==> src/inc/kbg_pkg.sv <==
package kbg_pkg;

    // host i/o locations
    localparam logic [15:0] ADDR_DATA   = 16'h0060;
    localparam logic [15:0] ADDR_CMD    = 16'h0064;
    localparam logic [15:0] ADDR_FAST   = 16'h0092;
    localparam int          CMD_SEL_BIT = 2;

    // handshake status layout
    localparam int          ST_OBF_BIT   = 0;
    localparam int          ST_IBF_BIT   = 1;
    localparam int          ST_CD_BIT    = 3;
    localparam logic [7:0]  ST_USER_MASK = 8'hF4;
    localparam logic [7:0]  ST_RESET     = 8'h00;

    // fast gate/reset port layout
    localparam logic [7:0]  FAST_RESET     = 8'h24;
    localparam logic [7:0]  FAST_FIXED     = 8'h24;
    localparam logic [7:0]  FAST_LIVE_MASK = 8'h03;
    localparam int          FAST_GATE_BIT  = 1;
    localparam int          FAST_RST_BIT   = 0;
    localparam int          CFG_FAST_EN_BIT = 2;

    // value returned for a decoded address with nothing behind it
    localparam logic [7:0]  UNMAPPED_DATA = 8'hFF;

    // system clock
    localparam int CLK_PERIOD_NS = 10;

    // controller reset stretch: 24 periods of 16 MHz
    localparam int CTRL_RST_MIN_PERIODS = 24;
    localparam int CTRL_RST_REF_MHZ     = 16;
    localparam int CTRL_RST_MIN_NS =
        (CTRL_RST_MIN_PERIODS * 1000 + CTRL_RST_REF_MHZ - 1)
        / CTRL_RST_REF_MHZ;
    localparam int CTRL_RST_CYC =
        (CTRL_RST_MIN_NS + CLK_PERIOD_NS - 1) / CLK_PERIOD_NS;

    // controller clock synthesis: 12 MHz from 14.318 MHz reference
    localparam int REF_KHZ  = 14318;
    localparam int CTRL_KHZ = 12000;

    // alternate reset timing defaults
    localparam int ALT_DELAY_NS = 14000;
    localparam int ALT_PULSE_NS = 6000;

    localparam int CNT_W = 16;

endpackage : kbg_pkg

==> src/rtl/kbg_alt_reset_timer.sv <==
`timescale 1ns/1ns
module kbg_alt_reset_timer #(
    parameter int DELAY_CYC = 1400,
    parameter int PULSE_CYC = 600
) (
    input  wire logic clk_sys,
    input  wire logic reset,
    input  wire logic start,
    output logic      pulse_n,
    output logic      busy
);

    typedef enum logic [1:0] {IDLE, WAIT, PULSE} kbg_tmr_t;

    kbg_tmr_t                     state_reg;
    logic [kbg_pkg::CNT_W-1:0]    cnt_reg;

    localparam logic [kbg_pkg::CNT_W-1:0] DLY_LAST =
        kbg_pkg::CNT_W'(DELAY_CYC - 1);
    localparam logic [kbg_pkg::CNT_W-1:0] PLS_LAST =
        kbg_pkg::CNT_W'(PULSE_CYC - 1);

    always_ff @(posedge clk_sys) begin
        if (reset) begin
            state_reg <= IDLE;
            cnt_reg   <= '0;
        end else begin
            unique case (state_reg)
                IDLE: begin
                    cnt_reg <= '0;
                    if (start) state_reg <= WAIT;
                end
                WAIT: begin
                    if (cnt_reg == DLY_LAST) begin
                        cnt_reg   <= '0;
                        state_reg <= PULSE;
                    end else begin
                        cnt_reg <= cnt_reg + 1'b1;
                    end
                end
                PULSE: begin
                    if (cnt_reg == PLS_LAST) begin
                        cnt_reg   <= '0;
                        state_reg <= IDLE;
                    end else begin
                        cnt_reg <= cnt_reg + 1'b1;
                    end
                end
                default: state_reg <= IDLE;
            endcase
        end
    end

    always_ff @(posedge clk_sys) begin
        if (reset) pulse_n <= 1'b1;
        else       pulse_n <= !(state_reg == PULSE); // RULE_15
    end

    assign busy = (state_reg != IDLE);
endmodule : kbg_alt_reset_timer

==> src/rtl/kbg_top.sv <==
`timescale 1ns/1ns
// What this block does
// RULE_01: status bits: output full 0, input full 1, command 3
// RULE_02: status clears on reset, host read-only
// RULE_03: host write loads command flag from address bit two
// RULE_04: host data or command write sets input full
// RULE_05: controller input buffer read clears input full
// RULE_06: controller output write sets, host read clears output full; code clears it on a host data read only in enable-flags mode
// RULE_07: 0x60 write is data, 0x64 command, 0x64 reads status
// RULE_08: enable-flags mode: host data read clears flag, irq
// RULE_09: derive 12 MHz controller clock from 14.318 MHz
// RULE_10: controller reset held at least 24 periods of 16 MHz
// RULE_11: bus reset drives serial lines low, status 00h
// RULE_12: fast port accessible only when config bit 2 set
// RULE_13: fast port reads 24h pattern on fixed bits
// RULE_14: fast port bit 1 drives alternate gate line
// RULE_15: fast port bit 0 write 1 starts delayed low pulse
// RULE_16: pulse delay and width are parameters
// RULE_17: no new pulse until bit 0 returns to 0
// RULE_18: reset clears bit 0, alternate reset high
// RULE_19: cpu reset output ANDs both pulses, polarity selectable; code ANDs in the alternate pulse only while config bit 2 is set
// RULE_20: address mask low only when both gates low
// RULE_21: pulse timing counted from clock with derived counts
module kbg_top #(
    parameter int ALT_DELAY_NS = kbg_pkg::ALT_DELAY_NS,
    parameter int ALT_PULSE_NS = kbg_pkg::ALT_PULSE_NS
) (
    input  wire logic        clk_sys,
    input  wire logic        reset,
    // host i/o port
    input  wire logic        host_wr,
    input  wire logic        host_rd,
    input  wire logic [15:0] host_addr,
    input  wire logic [7:0]  host_wdata,
    output logic      [7:0]  host_rdata,
    output logic             host_rd_ack,
    // embedded controller side
    input  wire logic        ec_in_rd,
    output logic      [7:0]  ec_in_data,
    input  wire logic        ec_out_wr,
    input  wire logic [7:0]  ec_out_wdata,
    input  wire logic        ec_status_wr,
    input  wire logic [7:0]  ec_status_wdata,
    output logic      [7:0]  ec_status,
    input  wire logic        enable_flags,
    input  wire logic        kb_irq_port_bit,
    output logic             kb_irq,
    output logic             input_full_irq_n,
    // serial lines, open drain
    input  wire logic        kb_clock_drive_low,
    input  wire logic        kb_data_drive_low,
    input  wire logic        aux_clock_drive_low,
    input  wire logic        aux_data_drive_low,
    output logic             kb_clock_line_o,
    output logic             kb_clock_line_oe,
    output logic             kb_data_line_o,
    output logic             kb_data_line_oe,
    output logic             aux_clock_line_o,
    output logic             aux_clock_line_oe,
    output logic             aux_data_line_o,
    output logic             aux_data_line_oe,
    // controller clock and reset
    input  wire logic        ref_clk_pin,
    output logic             ctrl_clk_tick,
    input  wire logic        ctrl_reset_req,
    output logic             ctrl_reset,
    // gate and reset
    input  wire logic [7:0]  kbd_reset_gate_cfg,
    input  wire logic        ctrl_gate_port_bit,
    input  wire logic        kbd_reset_n,
    input  wire logic        gp_polarity_invert,
    output logic             alt_gate_line,
    output logic             alt_cpu_reset_n,
    output logic             kbd_cpu_reset,
    output logic             cpu_addr20_mask_n
);

    localparam int ALT_DELAY_CYC = // RULE_21
        (ALT_DELAY_NS + kbg_pkg::CLK_PERIOD_NS - 1) / kbg_pkg::CLK_PERIOD_NS;
    localparam int ALT_PULSE_CYC =
        (ALT_PULSE_NS + kbg_pkg::CLK_PERIOD_NS - 1) / kbg_pkg::CLK_PERIOD_NS;
    localparam logic [15:0] REF_KHZ_W  = 16'(kbg_pkg::REF_KHZ);
    localparam logic [15:0] CTRL_KHZ_W = 16'(kbg_pkg::CTRL_KHZ);
    localparam logic [kbg_pkg::CNT_W-1:0] CTRL_RST_W =
        kbg_pkg::CNT_W'(kbg_pkg::CTRL_RST_CYC);

    logic                      obf_reg;
    logic                      ibf_reg;
    logic                      cd_reg;
    logic [7:0]                user_reg;
    logic [7:0]                host_buffer_reg;
    logic [7:0]                out_buffer_reg;
    logic                      fast_gate_reg;
    logic                      fast_rst_reg;
    logic [7:0]                status_next;
    logic                      fast_en;
    logic                      wr_data_cmd;
    logic                      rd_data;
    logic                      rd_status;
    logic                      wr_fast;
    logic                      rd_fast;
    logic                      alt_start;
    logic                      alt_pulse_n;
    logic                      alt_busy;
    logic [2:0]                ref_sync_reg;
    logic [15:0]               acc_reg;
    logic [15:0]               acc_sum;
    logic [1:0]                req_sync_reg;
    logic [kbg_pkg::CNT_W-1:0] rst_cnt_reg;
    logic                      kbd_rst_comb_n;

    // host decode
    assign fast_en     = kbd_reset_gate_cfg[kbg_pkg::CFG_FAST_EN_BIT];
    assign wr_data_cmd = host_wr && (host_addr == kbg_pkg::ADDR_DATA ||
                                     host_addr == kbg_pkg::ADDR_CMD); // RULE_07
    assign rd_data     = host_rd && host_addr == kbg_pkg::ADDR_DATA;
    assign rd_status   = host_rd && host_addr == kbg_pkg::ADDR_CMD;
    assign wr_fast     = host_wr && fast_en &&
                         host_addr == kbg_pkg::ADDR_FAST; // RULE_12
    assign rd_fast     = host_rd && fast_en &&
                         host_addr == kbg_pkg::ADDR_FAST; // RULE_12

    // status assembly
    always_comb begin
        status_next = user_reg & kbg_pkg::ST_USER_MASK;
        status_next[kbg_pkg::ST_OBF_BIT] = obf_reg; // RULE_01
        status_next[kbg_pkg::ST_IBF_BIT] = ibf_reg;
        status_next[kbg_pkg::ST_CD_BIT]  = cd_reg;
    end
    assign ec_status = status_next; // RULE_02

    // input full: host write sets, controller read clears, set wins
    always_ff @(posedge clk_sys) begin
        if (reset)            ibf_reg <= 1'b0; // RULE_11
        else if (wr_data_cmd) ibf_reg <= 1'b1; // RULE_04
        else if (ec_in_rd)    ibf_reg <= 1'b0; // RULE_05
    end

    always_ff @(posedge clk_sys) begin
        if (reset)            cd_reg <= 1'b0;
        else if (wr_data_cmd) cd_reg <= host_addr[kbg_pkg::CMD_SEL_BIT]; // RULE_03
    end

    // output full: controller write sets, host data read clears in enable-flags mode, set wins
    always_ff @(posedge clk_sys) begin
        if (reset)                         obf_reg <= 1'b0;
        else if (ec_out_wr)                obf_reg <= 1'b1; // RULE_06
        else if (rd_data && enable_flags)  obf_reg <= 1'b0; // RULE_08
    end

    always_ff @(posedge clk_sys) begin
        if (reset)             user_reg <= kbg_pkg::ST_RESET;
        else if (ec_status_wr) user_reg <= ec_status_wdata &
                                           kbg_pkg::ST_USER_MASK; // RULE_02
    end

    // data buffers keep contents across bus reset
    always_ff @(posedge clk_sys) begin
        if (wr_data_cmd) host_buffer_reg <= host_wdata; // RULE_11
    end
    assign ec_in_data = host_buffer_reg;

    always_ff @(posedge clk_sys) begin
        if (ec_out_wr) out_buffer_reg <= ec_out_wdata;
    end

    // host read answer, one cycle after the strobe
    always_ff @(posedge clk_sys) begin
        if (reset) begin
            host_rdata  <= 8'h00;
            host_rd_ack <= 1'b0;
        end else begin
            host_rd_ack <= rd_data || rd_status || rd_fast;
            if (rd_status)
                host_rdata <= status_next; // RULE_07
            else if (rd_data)
                host_rdata <= out_buffer_reg;
            else if (rd_fast)
                host_rdata <= kbg_pkg::FAST_FIXED |
                              {6'h00, fast_gate_reg, fast_rst_reg}; // RULE_13
            else
                host_rdata <= kbg_pkg::UNMAPPED_DATA;
        end
    end

    // interrupt views of the flags
    assign kb_irq = enable_flags ? (obf_reg & kb_irq_port_bit)
                                 : kb_irq_port_bit; // RULE_08
    assign input_full_irq_n = !ibf_reg; // RULE_05

    // serial lines pulled low while in bus reset
    always_ff @(posedge clk_sys) begin
        if (reset) begin
            kb_clock_line_oe  <= 1'b1; // RULE_11
            kb_data_line_oe   <= 1'b1;
            aux_clock_line_oe <= 1'b1;
            aux_data_line_oe  <= 1'b1;
        end else begin
            kb_clock_line_oe  <= kb_clock_drive_low;
            kb_data_line_oe   <= kb_data_drive_low;
            aux_clock_line_oe <= aux_clock_drive_low;
            aux_data_line_oe  <= aux_data_drive_low;
        end
    end
    assign kb_clock_line_o  = 1'b0;
    assign kb_data_line_o   = 1'b0;
    assign aux_clock_line_o = 1'b0;
    assign aux_data_line_o  = 1'b0;

    // 12 MHz tick from reference pin edges, fractional accumulator
    always_ff @(posedge clk_sys) begin
        if (reset) ref_sync_reg <= 3'h0;
        else       ref_sync_reg <= {ref_sync_reg[1:0], ref_clk_pin};
    end
    assign acc_sum = acc_reg + CTRL_KHZ_W;
    always_ff @(posedge clk_sys) begin
        if (reset) begin
            acc_reg       <= 16'h0000;
            ctrl_clk_tick <= 1'b0;
        end else if (ref_sync_reg[1] && !ref_sync_reg[2]) begin
            if (acc_sum >= REF_KHZ_W) begin
                acc_reg       <= acc_sum - REF_KHZ_W; // RULE_09
                ctrl_clk_tick <= 1'b1;
            end else begin
                acc_reg       <= acc_sum;
                ctrl_clk_tick <= 1'b0;
            end
        end else begin
            ctrl_clk_tick <= 1'b0;
        end
    end

    // controller reset stretch
    always_ff @(posedge clk_sys) begin
        if (reset) req_sync_reg <= 2'h0;
        else       req_sync_reg <= {req_sync_reg[0], ctrl_reset_req};
    end
    always_ff @(posedge clk_sys) begin
        if (reset || req_sync_reg[1]) begin
            rst_cnt_reg <= CTRL_RST_W; // RULE_10
            ctrl_reset  <= 1'b1;
        end else begin
            if (rst_cnt_reg != '0) rst_cnt_reg <= rst_cnt_reg - 1'b1;
            ctrl_reset <= (rst_cnt_reg != '0);
        end
    end

    // fast gate/reset port
    assign alt_start = wr_fast && host_wdata[kbg_pkg::FAST_RST_BIT] &&
                       !fast_rst_reg; // RULE_17
    always_ff @(posedge clk_sys) begin
        if (reset) begin
            fast_gate_reg <= kbg_pkg::FAST_RESET[kbg_pkg::FAST_GATE_BIT];
            fast_rst_reg  <= kbg_pkg::FAST_RESET[kbg_pkg::FAST_RST_BIT]; // RULE_18
        end else if (wr_fast) begin
            fast_gate_reg <= host_wdata[kbg_pkg::FAST_GATE_BIT]; // RULE_14
            fast_rst_reg  <= host_wdata[kbg_pkg::FAST_RST_BIT];
        end
    end
    assign alt_gate_line = fast_gate_reg; // RULE_14

    kbg_alt_reset_timer #(
        .DELAY_CYC (ALT_DELAY_CYC), // RULE_16
        .PULSE_CYC (ALT_PULSE_CYC)
    ) u_alt_timer (
        .clk_sys (clk_sys),
        .reset   (reset),
        .start   (alt_start),
        .pulse_n (alt_pulse_n),
        .busy    (alt_busy)
    );
    assign alt_cpu_reset_n = alt_pulse_n; // RULE_18

    assign kbd_rst_comb_n = fast_en ? (alt_pulse_n & kbd_reset_n)
                                    : kbd_reset_n; // RULE_19
    always_ff @(posedge clk_sys) begin
        if (reset) kbd_cpu_reset <= gp_polarity_invert ? 1'b0 : 1'b1;
        else       kbd_cpu_reset <= gp_polarity_invert ? !kbd_rst_comb_n
                                                       : kbd_rst_comb_n;
    end

    assign cpu_addr20_mask_n = ctrl_gate_port_bit | fast_gate_reg; // RULE_20
endmodule : kbg_top

==> config.mk <==
export PLATFORM = sky130hd
export DESIGN_NAME = kbg_top
export DESIGN_NICKNAME = d
export VERILOG_FILES = /design/src/inc/kbg_pkg.sv /design/src/rtl/kbg_alt_reset_timer.sv /design/src/rtl/kbg_top.sv
export SDC_FILE = /design/constraint.sdc
export NUM_CORES = 1
export LEC_CHECK = 0
export ABC_AREA = 0
export BUFFER_PORTS_ARGS = -buffer_cell sky130_fd_sc_hd__buf_2
export CAP_MARGIN = 10
export CELL_PAD_IN_SITES_DETAIL_PLACEMENT = 1
export CELL_PAD_IN_SITES_GLOBAL_PLACEMENT = 2
export CORE_MARGIN = 2
export CORE_UTILIZATION = 30
export CTS_BUF_LIST = sky130_fd_sc_hd__clkbuf_4 sky130_fd_sc_hd__clkbuf_8
export DETAILED_ROUTE_END_ITERATION = 10
export GPL_ROUTABILITY_DRIVEN = 1
export PLACE_DENSITY = 0.74
export SLEW_MARGIN = 10
export SYNTH_ARGS = -nofsm -noshare
export SYNTH_HDL_FRONTEND = slang
export SYNTH_SLANG_ARGS = --single-unit
export TNS_END_PERCENT = 10
==> constraint.sdc <==
create_clock -name clk_sys -period 2.8 [get_ports clk_sys]
set_clock_uncertainty 0.2 [all_clocks]
set_input_delay 0.14 -clock clk_sys [delete_from_list [all_inputs] [get_ports clk_sys]]
set_output_delay 0.14 -clock clk_sys [all_outputs]
set_load 0.01 [all_outputs]
Yosys cells after proc, flatten, opt, wreduce, memory -nomap -nowiden
Index checks and enable logic that the tools add are counted.
{"block": "totals", "ff_bits": 98, "output_inout_bits": 41, "wordCells": 91}
{"block": "classes", "n_addsub": 4, "magnitude_cmp": 1, "n_eq_ne": 10, "mux": 21, "n_bitwise": 4, "n_reduce_logical": 27}
{"cell": "16-bit 2-to-1 mux", "n": 3}
{"cell": "16-bit one-hot mux with 3 select lines", "n": 1}
{"cell": "16-bit by 7-bit == test with 1-bit output (second input constant)", "n": 2}
{"cell": "8-bit 2-to-1 mux", "n": 3}
{"cell": "16-bit by 1-bit adder with 16-bit output (second input constant)", "n": 1}
{"cell": "16-bit by 14-bit adder with 16-bit output (second input constant)", "n": 1}
{"cell": "16-bit by 10-bit == test with 1-bit output (second input constant)", "n": 1}
{"cell": "16-bit by 11-bit == test with 1-bit output (second input constant)", "n": 1}
{"cell": "16-bit by 8-bit == test with 1-bit output (second input constant)", "n": 1}
{"cell": "16-bit by 14-bit greater-or-equal comparator with 1-bit output (second input constant)", "n": 1}
{"cell": "16-bit nonzero test", "n": 1}
{"cell": "16-bit by 1-bit subtractor with 16-bit output (second input constant)", "n": 1}
{"cell": "16-bit by 14-bit subtractor with 16-bit output (second input constant)", "n": 1}
{"cell": "1-bit logical AND", "n": 11}
{"cell": "1-bit 2-to-1 mux", "n": 10}
{"cell": "2-bit 2-to-1 mux", "n": 3}
{"cell": "2-bit one-hot mux with 3 select lines", "n": 1}
{"cell": "1-bit zero test", "n": 5}
{"cell": "1-bit logical OR", "n": 4}
{"cell": "2-bit by 1-bit inequality test with 1-bit output (second input constant)", "n": 2}
{"cell": "2-bit nonzero test", "n": 2}
{"cell": "3-bit AND reduction", "n": 1}
{"cell": "3-bit nonzero test", "n": 1}
{"cell": "1-bit bitwise AND", "n": 2}
{"cell": "7 further kinds", "n": 7}

Logic depth before layout (Yosys ltp)
{"block": "logic_depth", "depth_word": 6, "mapped_depth": 10}

By module
From an unflattened synthesis, not the netlist that was laid out.
{"block": "hier_totals", "cells_unflattened": 524, "hier_area_um2": 4813.4}
{"module": "kbg_top", "instances": 1, "cells_per_inst": 392, "area_per_inst_um2": 3681.0, "seq_area_each_um2": 1721.7}
{"module": "kbg_alt_reset_timer", "instances": 1, "cells_per_inst": 132, "area_per_inst_um2": 1132.3, "seq_area_each_um2": 380.4}

Worst setup path before layout
OpenSTA, ideal clock, no wires.
{"block": "synth_timing", "path_type": "register to register", "startpoint": "register acc_reg[5]", "endpoint": "register acc_reg[10]", "setup_ps": 121, "arrival_time_ps": 2457, "slack_ps": 22, "path_stages_with_launch": 11, "n_path_buf": 1, "period_less_slack_ps": 2778, "path_cell_list": "dfxtp_1 -> buf_6 -> inv_1 -> ha_1 -> nand2b_4 -> a21o_1 -> xnor2_1 -> o31ai_2 -> nand2_2 -> a2111oi_2 -> mux2_2"}
{"block": "synth_via", "elab_chain_cells": 3}
{"item": "start: declaration", "line_no": "kbg_top.sv:106", "text": "logic [15:0] acc_reg;"}
{"item": "start signal: assignment", "line_no": "kbg_top.sv:222", "text": "acc_reg <= acc_sum - REF_KHZ_W;"}
{"item": "start signal: assignment", "line_no": "kbg_top.sv:225", "text": "acc_reg <= acc_sum;"}
{"item": "16-bit by 14-bit adder with 16-bit output (*)", "line_no": "kbg_top.sv:215", "text": "assign acc_sum = acc_reg + CTRL_KHZ_W;"}
{"item": "16-bit by 14-bit subtractor with 16-bit output or 16-bit by 14-bit greater-or-equal comparator with 1-bit output (tied branches)", "line_no": "kbg_top.sv:222, kbg_top.sv:221"}
{"item": "16-bit 2-to-1 mux (*)", "line_no": "kbg_top.sv:221", "text": "if (acc_sum >= REF_KHZ_W) begin"}
Every way passes the cells marked *; elsewhere a longest branch is shown, timed or not.
A chain may end at the register's enable or synchronous reset.

Worst setup path after layout
Same ends and word-level chain as after synthesis.

==> metrics.md <==
| Metric | Value |
|---|---|
| Initial DRC count | `161` |
| XOR/XNOR Fraction of Synth Area | `0.07019` |
| Initial Utilization | `0.3079` |
| Period minus WS final | `2.697 ns` |
| Area delta synth->final | `31.06%` |
| Die width | `126.4 um` |
| Final Cycle Share | `0.9634` |
| Worst-path cell chain | `buf_6 > o31a_1 > o21ai_2 > a221oi_4 > o31ai_4 > nand2_2 > a2111oi_2 > mux2_2` |
| # diodes | `0` |
| PD cells | `508.3 nW/um^2` |
| CTS H-tree lvls | `3` |
| Yosys reg bits | `97` |
| Commonest cells post-synth | `dfxtp_1, nor2_1, a21oi_1, xor2_1, nand2_1` |
| Port bufs | `92` |
| Post-synthesis average cell area | `9.517 sq um` |
| Slew headroom | `0.5102` |
| Cell Area, Synth | `4492 sq um` |
| Vias per cell | `4.809` |
| Postcts setup bufs | `0` |
| Setup Crit Path Kind | `reg -> reg` |
| Post-route DRC | `0` |
| Number of fill cells in the layout | `1686` |
| Site row count | `44` |
| Total Routing Usage GR | `0.1560` |
| Pleak | `2.305 nW` |
| Top cells by area, synth | `dfxtp_1, edfxtp_1, nor2_1, xor2_1, mux2i_1` |
| Top delay family on crit path | `compound AO/OA/AOI/OAI gates` |
| Core area | `14590 sq um` |
| CP Capture Type | `flop` |
| Die height | `126.4 um` |
| Post-synth EDFFs | `16` |
| Worst Max-Slew Pin Slew | `0.7347 ns` |
| Hold Vio Cnt, Final | `0` |
| Drt pass-1 iters | `4` |
| Post-DRT Antenna Nets | `0` |
| Crit-path max FO | `9` |
| Max-Cap Viols | `0` |
| Final setup vio count | `0` |
| Compound-Gate Fraction of Synth Area | `0.1150` |
| Vias | `3847` |
| Simple-Gate Fraction of Synth Area | `0.2362` |
| First-pass GRT wire length | `20420 um` |
| Fin. max-slew vios | `0` |
| WHS | `0.05719 ns` |
| Slowest cell on crit path | `a2111oi_2` |
| Post-synthesis sequential area ratio | `0.4680` |
| Skew-Pair Late Insertion Delay | `0.38 ns` |
| Initial antenna violation count | `0` |
| Main flop type after synthesis | `dfxtp_1` |
| Num CTS Buffers | `9` |
| Largest net degree at the start of global routing | `40` |
| Synth Warn # | `0` |
| Startpoint type of the worst setup path | `flop` |
| Dominant cell by count in the synthesized netlist | `dfxtp_1` |
| Main combinational cell family by area after synthesis | `simple AND/OR/NAND/NOR gates` |
| Clk root buf | `clkbuf_8` |
| Placer congestion estimate | `0.7565` |
| Layout Nets | `685` |
| Clk sink count | `97` |
| WP data required | `2.88 ns` |
| HPWL after detailed placement | `8646 um` |
| Layout cells sized above 1 | `0.2695` |
| CTS Buffer Depth | `2` |
| Vias in the first global route | `4215` |
| Post-Synth Adder-Cell Area | `0.02228` |
| RSZ-0062 raised after global routing | `true` |
| I/O pin total | `107` |
| Asr flop ratio synth | `0` |
| Worst Path Buf+Inv | `1` |
| Status | `finished clean` |
| Final WL | `12040 um` |
| HP Class | `in -> reg` |
| Setup WS pre-CTS | `-0.02396 ns` |
| VDD IR max | `0.2485 mV` |
| Cell taking the most area after synthesis | `dfxtp_1` |
| Wire per inst | `15.04 um` |
| Synth Instances | `472` |
| Largest stage delay, worst path | `0.41 ns` |
| Layout Utilization | `0.4035` |
| Achievable clock frequency | `370.7 MHz` |
| Reg clk slew, reported paths | `0.10 ns` |
| Die area | `15970 sq um` |
| Post-synth top area share | `0.3610` |
| Clock tree from TritonCTS | `done` |
| Distinct cell type count after synthesis | `70` |
| Mux contribution to synthesized area | `0.04819` |
| Final worst-path setup slack | `0.1026 ns` |
| Total congestion overflow | `0` |
| Worst EP arrival | `2.77 ns` |
==> per-stage QoR <==
stage	total power, W	instances	TNS, ns	cell area, sq um
detailed placement	0.001885	745	-0.02396	5197
global placement	0.001873	745	0	5197
CTS	0.003014	800	-0.04205	5823
global route	0.003139	800	-0.04164	5887
finish	0.002992	800	0	5887
floorplan	0.001740	475	0	4503
==> final cells by class <==
| type | instances | area (sq um) | share of cell area |
|---|---|---|---|
| Inverter | 10 | 37.54 | 0.006376 |
| Tap cell | 184 | 230.2 | 0.03911 |
| Timing Repair Buffer | 150 | 1001 | 0.1700 |
| Clock inverter | 6 | 97.59 | 0.01658 |
| Multi-Input combinational cell | 343 | 2278 | 0.3870 |
| Clock buffer | 10 | 137.6 | 0.02338 |
| Sequential cell | 97 | 2105 | 0.3575 |
==> layout by cell type, fill, tap and decap left out, types with 4 or more instances in the layout <==
cell | netlist | final
nor4_1 | 10 | 10
buf_2 | 3 | 92
or3_1 | 7 | 6
mux2_2 | 4 | 4
nand2b_1 | 8 | 8
and2_1 | 4 | 4
nand2_1 | 18 | 18
nor2_1 | 77 | 77
and3_1 | 4 | 4
xor2_1 | 20 | 20
o21ai_0 | 13 | 13
mux2i_1 | 16 | 16
dfxtp_1 | 81 | 79
clkbuf_8 | 0 | 10
or2_2 | 10 | 10
ha_1 | 8 | 7
nand3_1 | 11 | 11
nand4_1 | 5 | 5
a21oi_1 | 20 | 18
a22oi_1 | 4 | 4
inv_1 | 10 | 10
nor3_1 | 10 | 9
nand3b_1 | 6 | 6
nor2b_1 | 14 | 14
xnor2_1 | 16 | 16
conb_1 | 1 | 4
dlygate4sd3_1 | 0 | 39
edfxtp_1 | 16 | 16
buf_4 | 7 | 17
==> metal layers <==
metal / GRT usage / part of all wire / up-vias
li1: - / - / 1923
met1: 0.1852 / 0.44 / 1843
met2: 0.2831 / 0.51 / 73
met3: 0.03416 / 0.035 / 8
met4: 0.04266 / 0.012 / 0
met5: 0 / 0 / -
==> what timing repair did <==
item                       CTS  global route
pin swaps                    1             3
hold buffers                39             0
resized for setup            0            13
setup endpoints to repair    3            12
hold endpoints to repair    41             0
==> worst min-delay path, cell delays in order <==
cell and delay, ns:
buf_2 0.10, nand4_1 0.09, nor2_1 0.08, mux2i_1 0.12, nor2_1 0.08
==> report_power, final <==
| part | leakage [nW] | switching (W) | internal (W) |
|---|---|---|---|
| clock | 0.119 | 0.000535 | 0.000541 |
| sequential | 0.813 | 0.0000336 | 0.00146 |
| combinational | 1.37 | 0.000209 | 0.000213 |
==> cells by family after synthesis <==
kind of cell / count (synthesis)
and+or+nand+nor: 202
DFF: 97
AOI/OAI and AO/OA: 72
xor gates and xnor gates: 36
buffers and inverters: 35
muxes: 21
adders and majority gates: 8
other: 1
==> path summary, 6_finish.rpt <==
| check | endpoint | slack (ns) | start | depth (start not counted) |
|---|---|---|---|---|
| worst max-delay path | acc_reg[10]$_SDFFE_PP0P_ | 0.10 | acc_reg[5]$_SDFFE_PP0P_ | 8 |
| worst min-delay path | cd_reg$_SDFFE_PP0P_ | 0.06 | host_wr | 5 |
| worst max register to register | acc_reg[10]$_SDFFE_PP0P_ | 0.10 | acc_reg[5]$_SDFFE_PP0P_ | 8 |
| worst min register to register | req_sync_reg[1]$_SDFF_PP0_ | 0.26 | req_sync_reg[0]$_SDFF_PP0_ | 1 |
No activity file was read; power rests on OpenSTA's default activity.
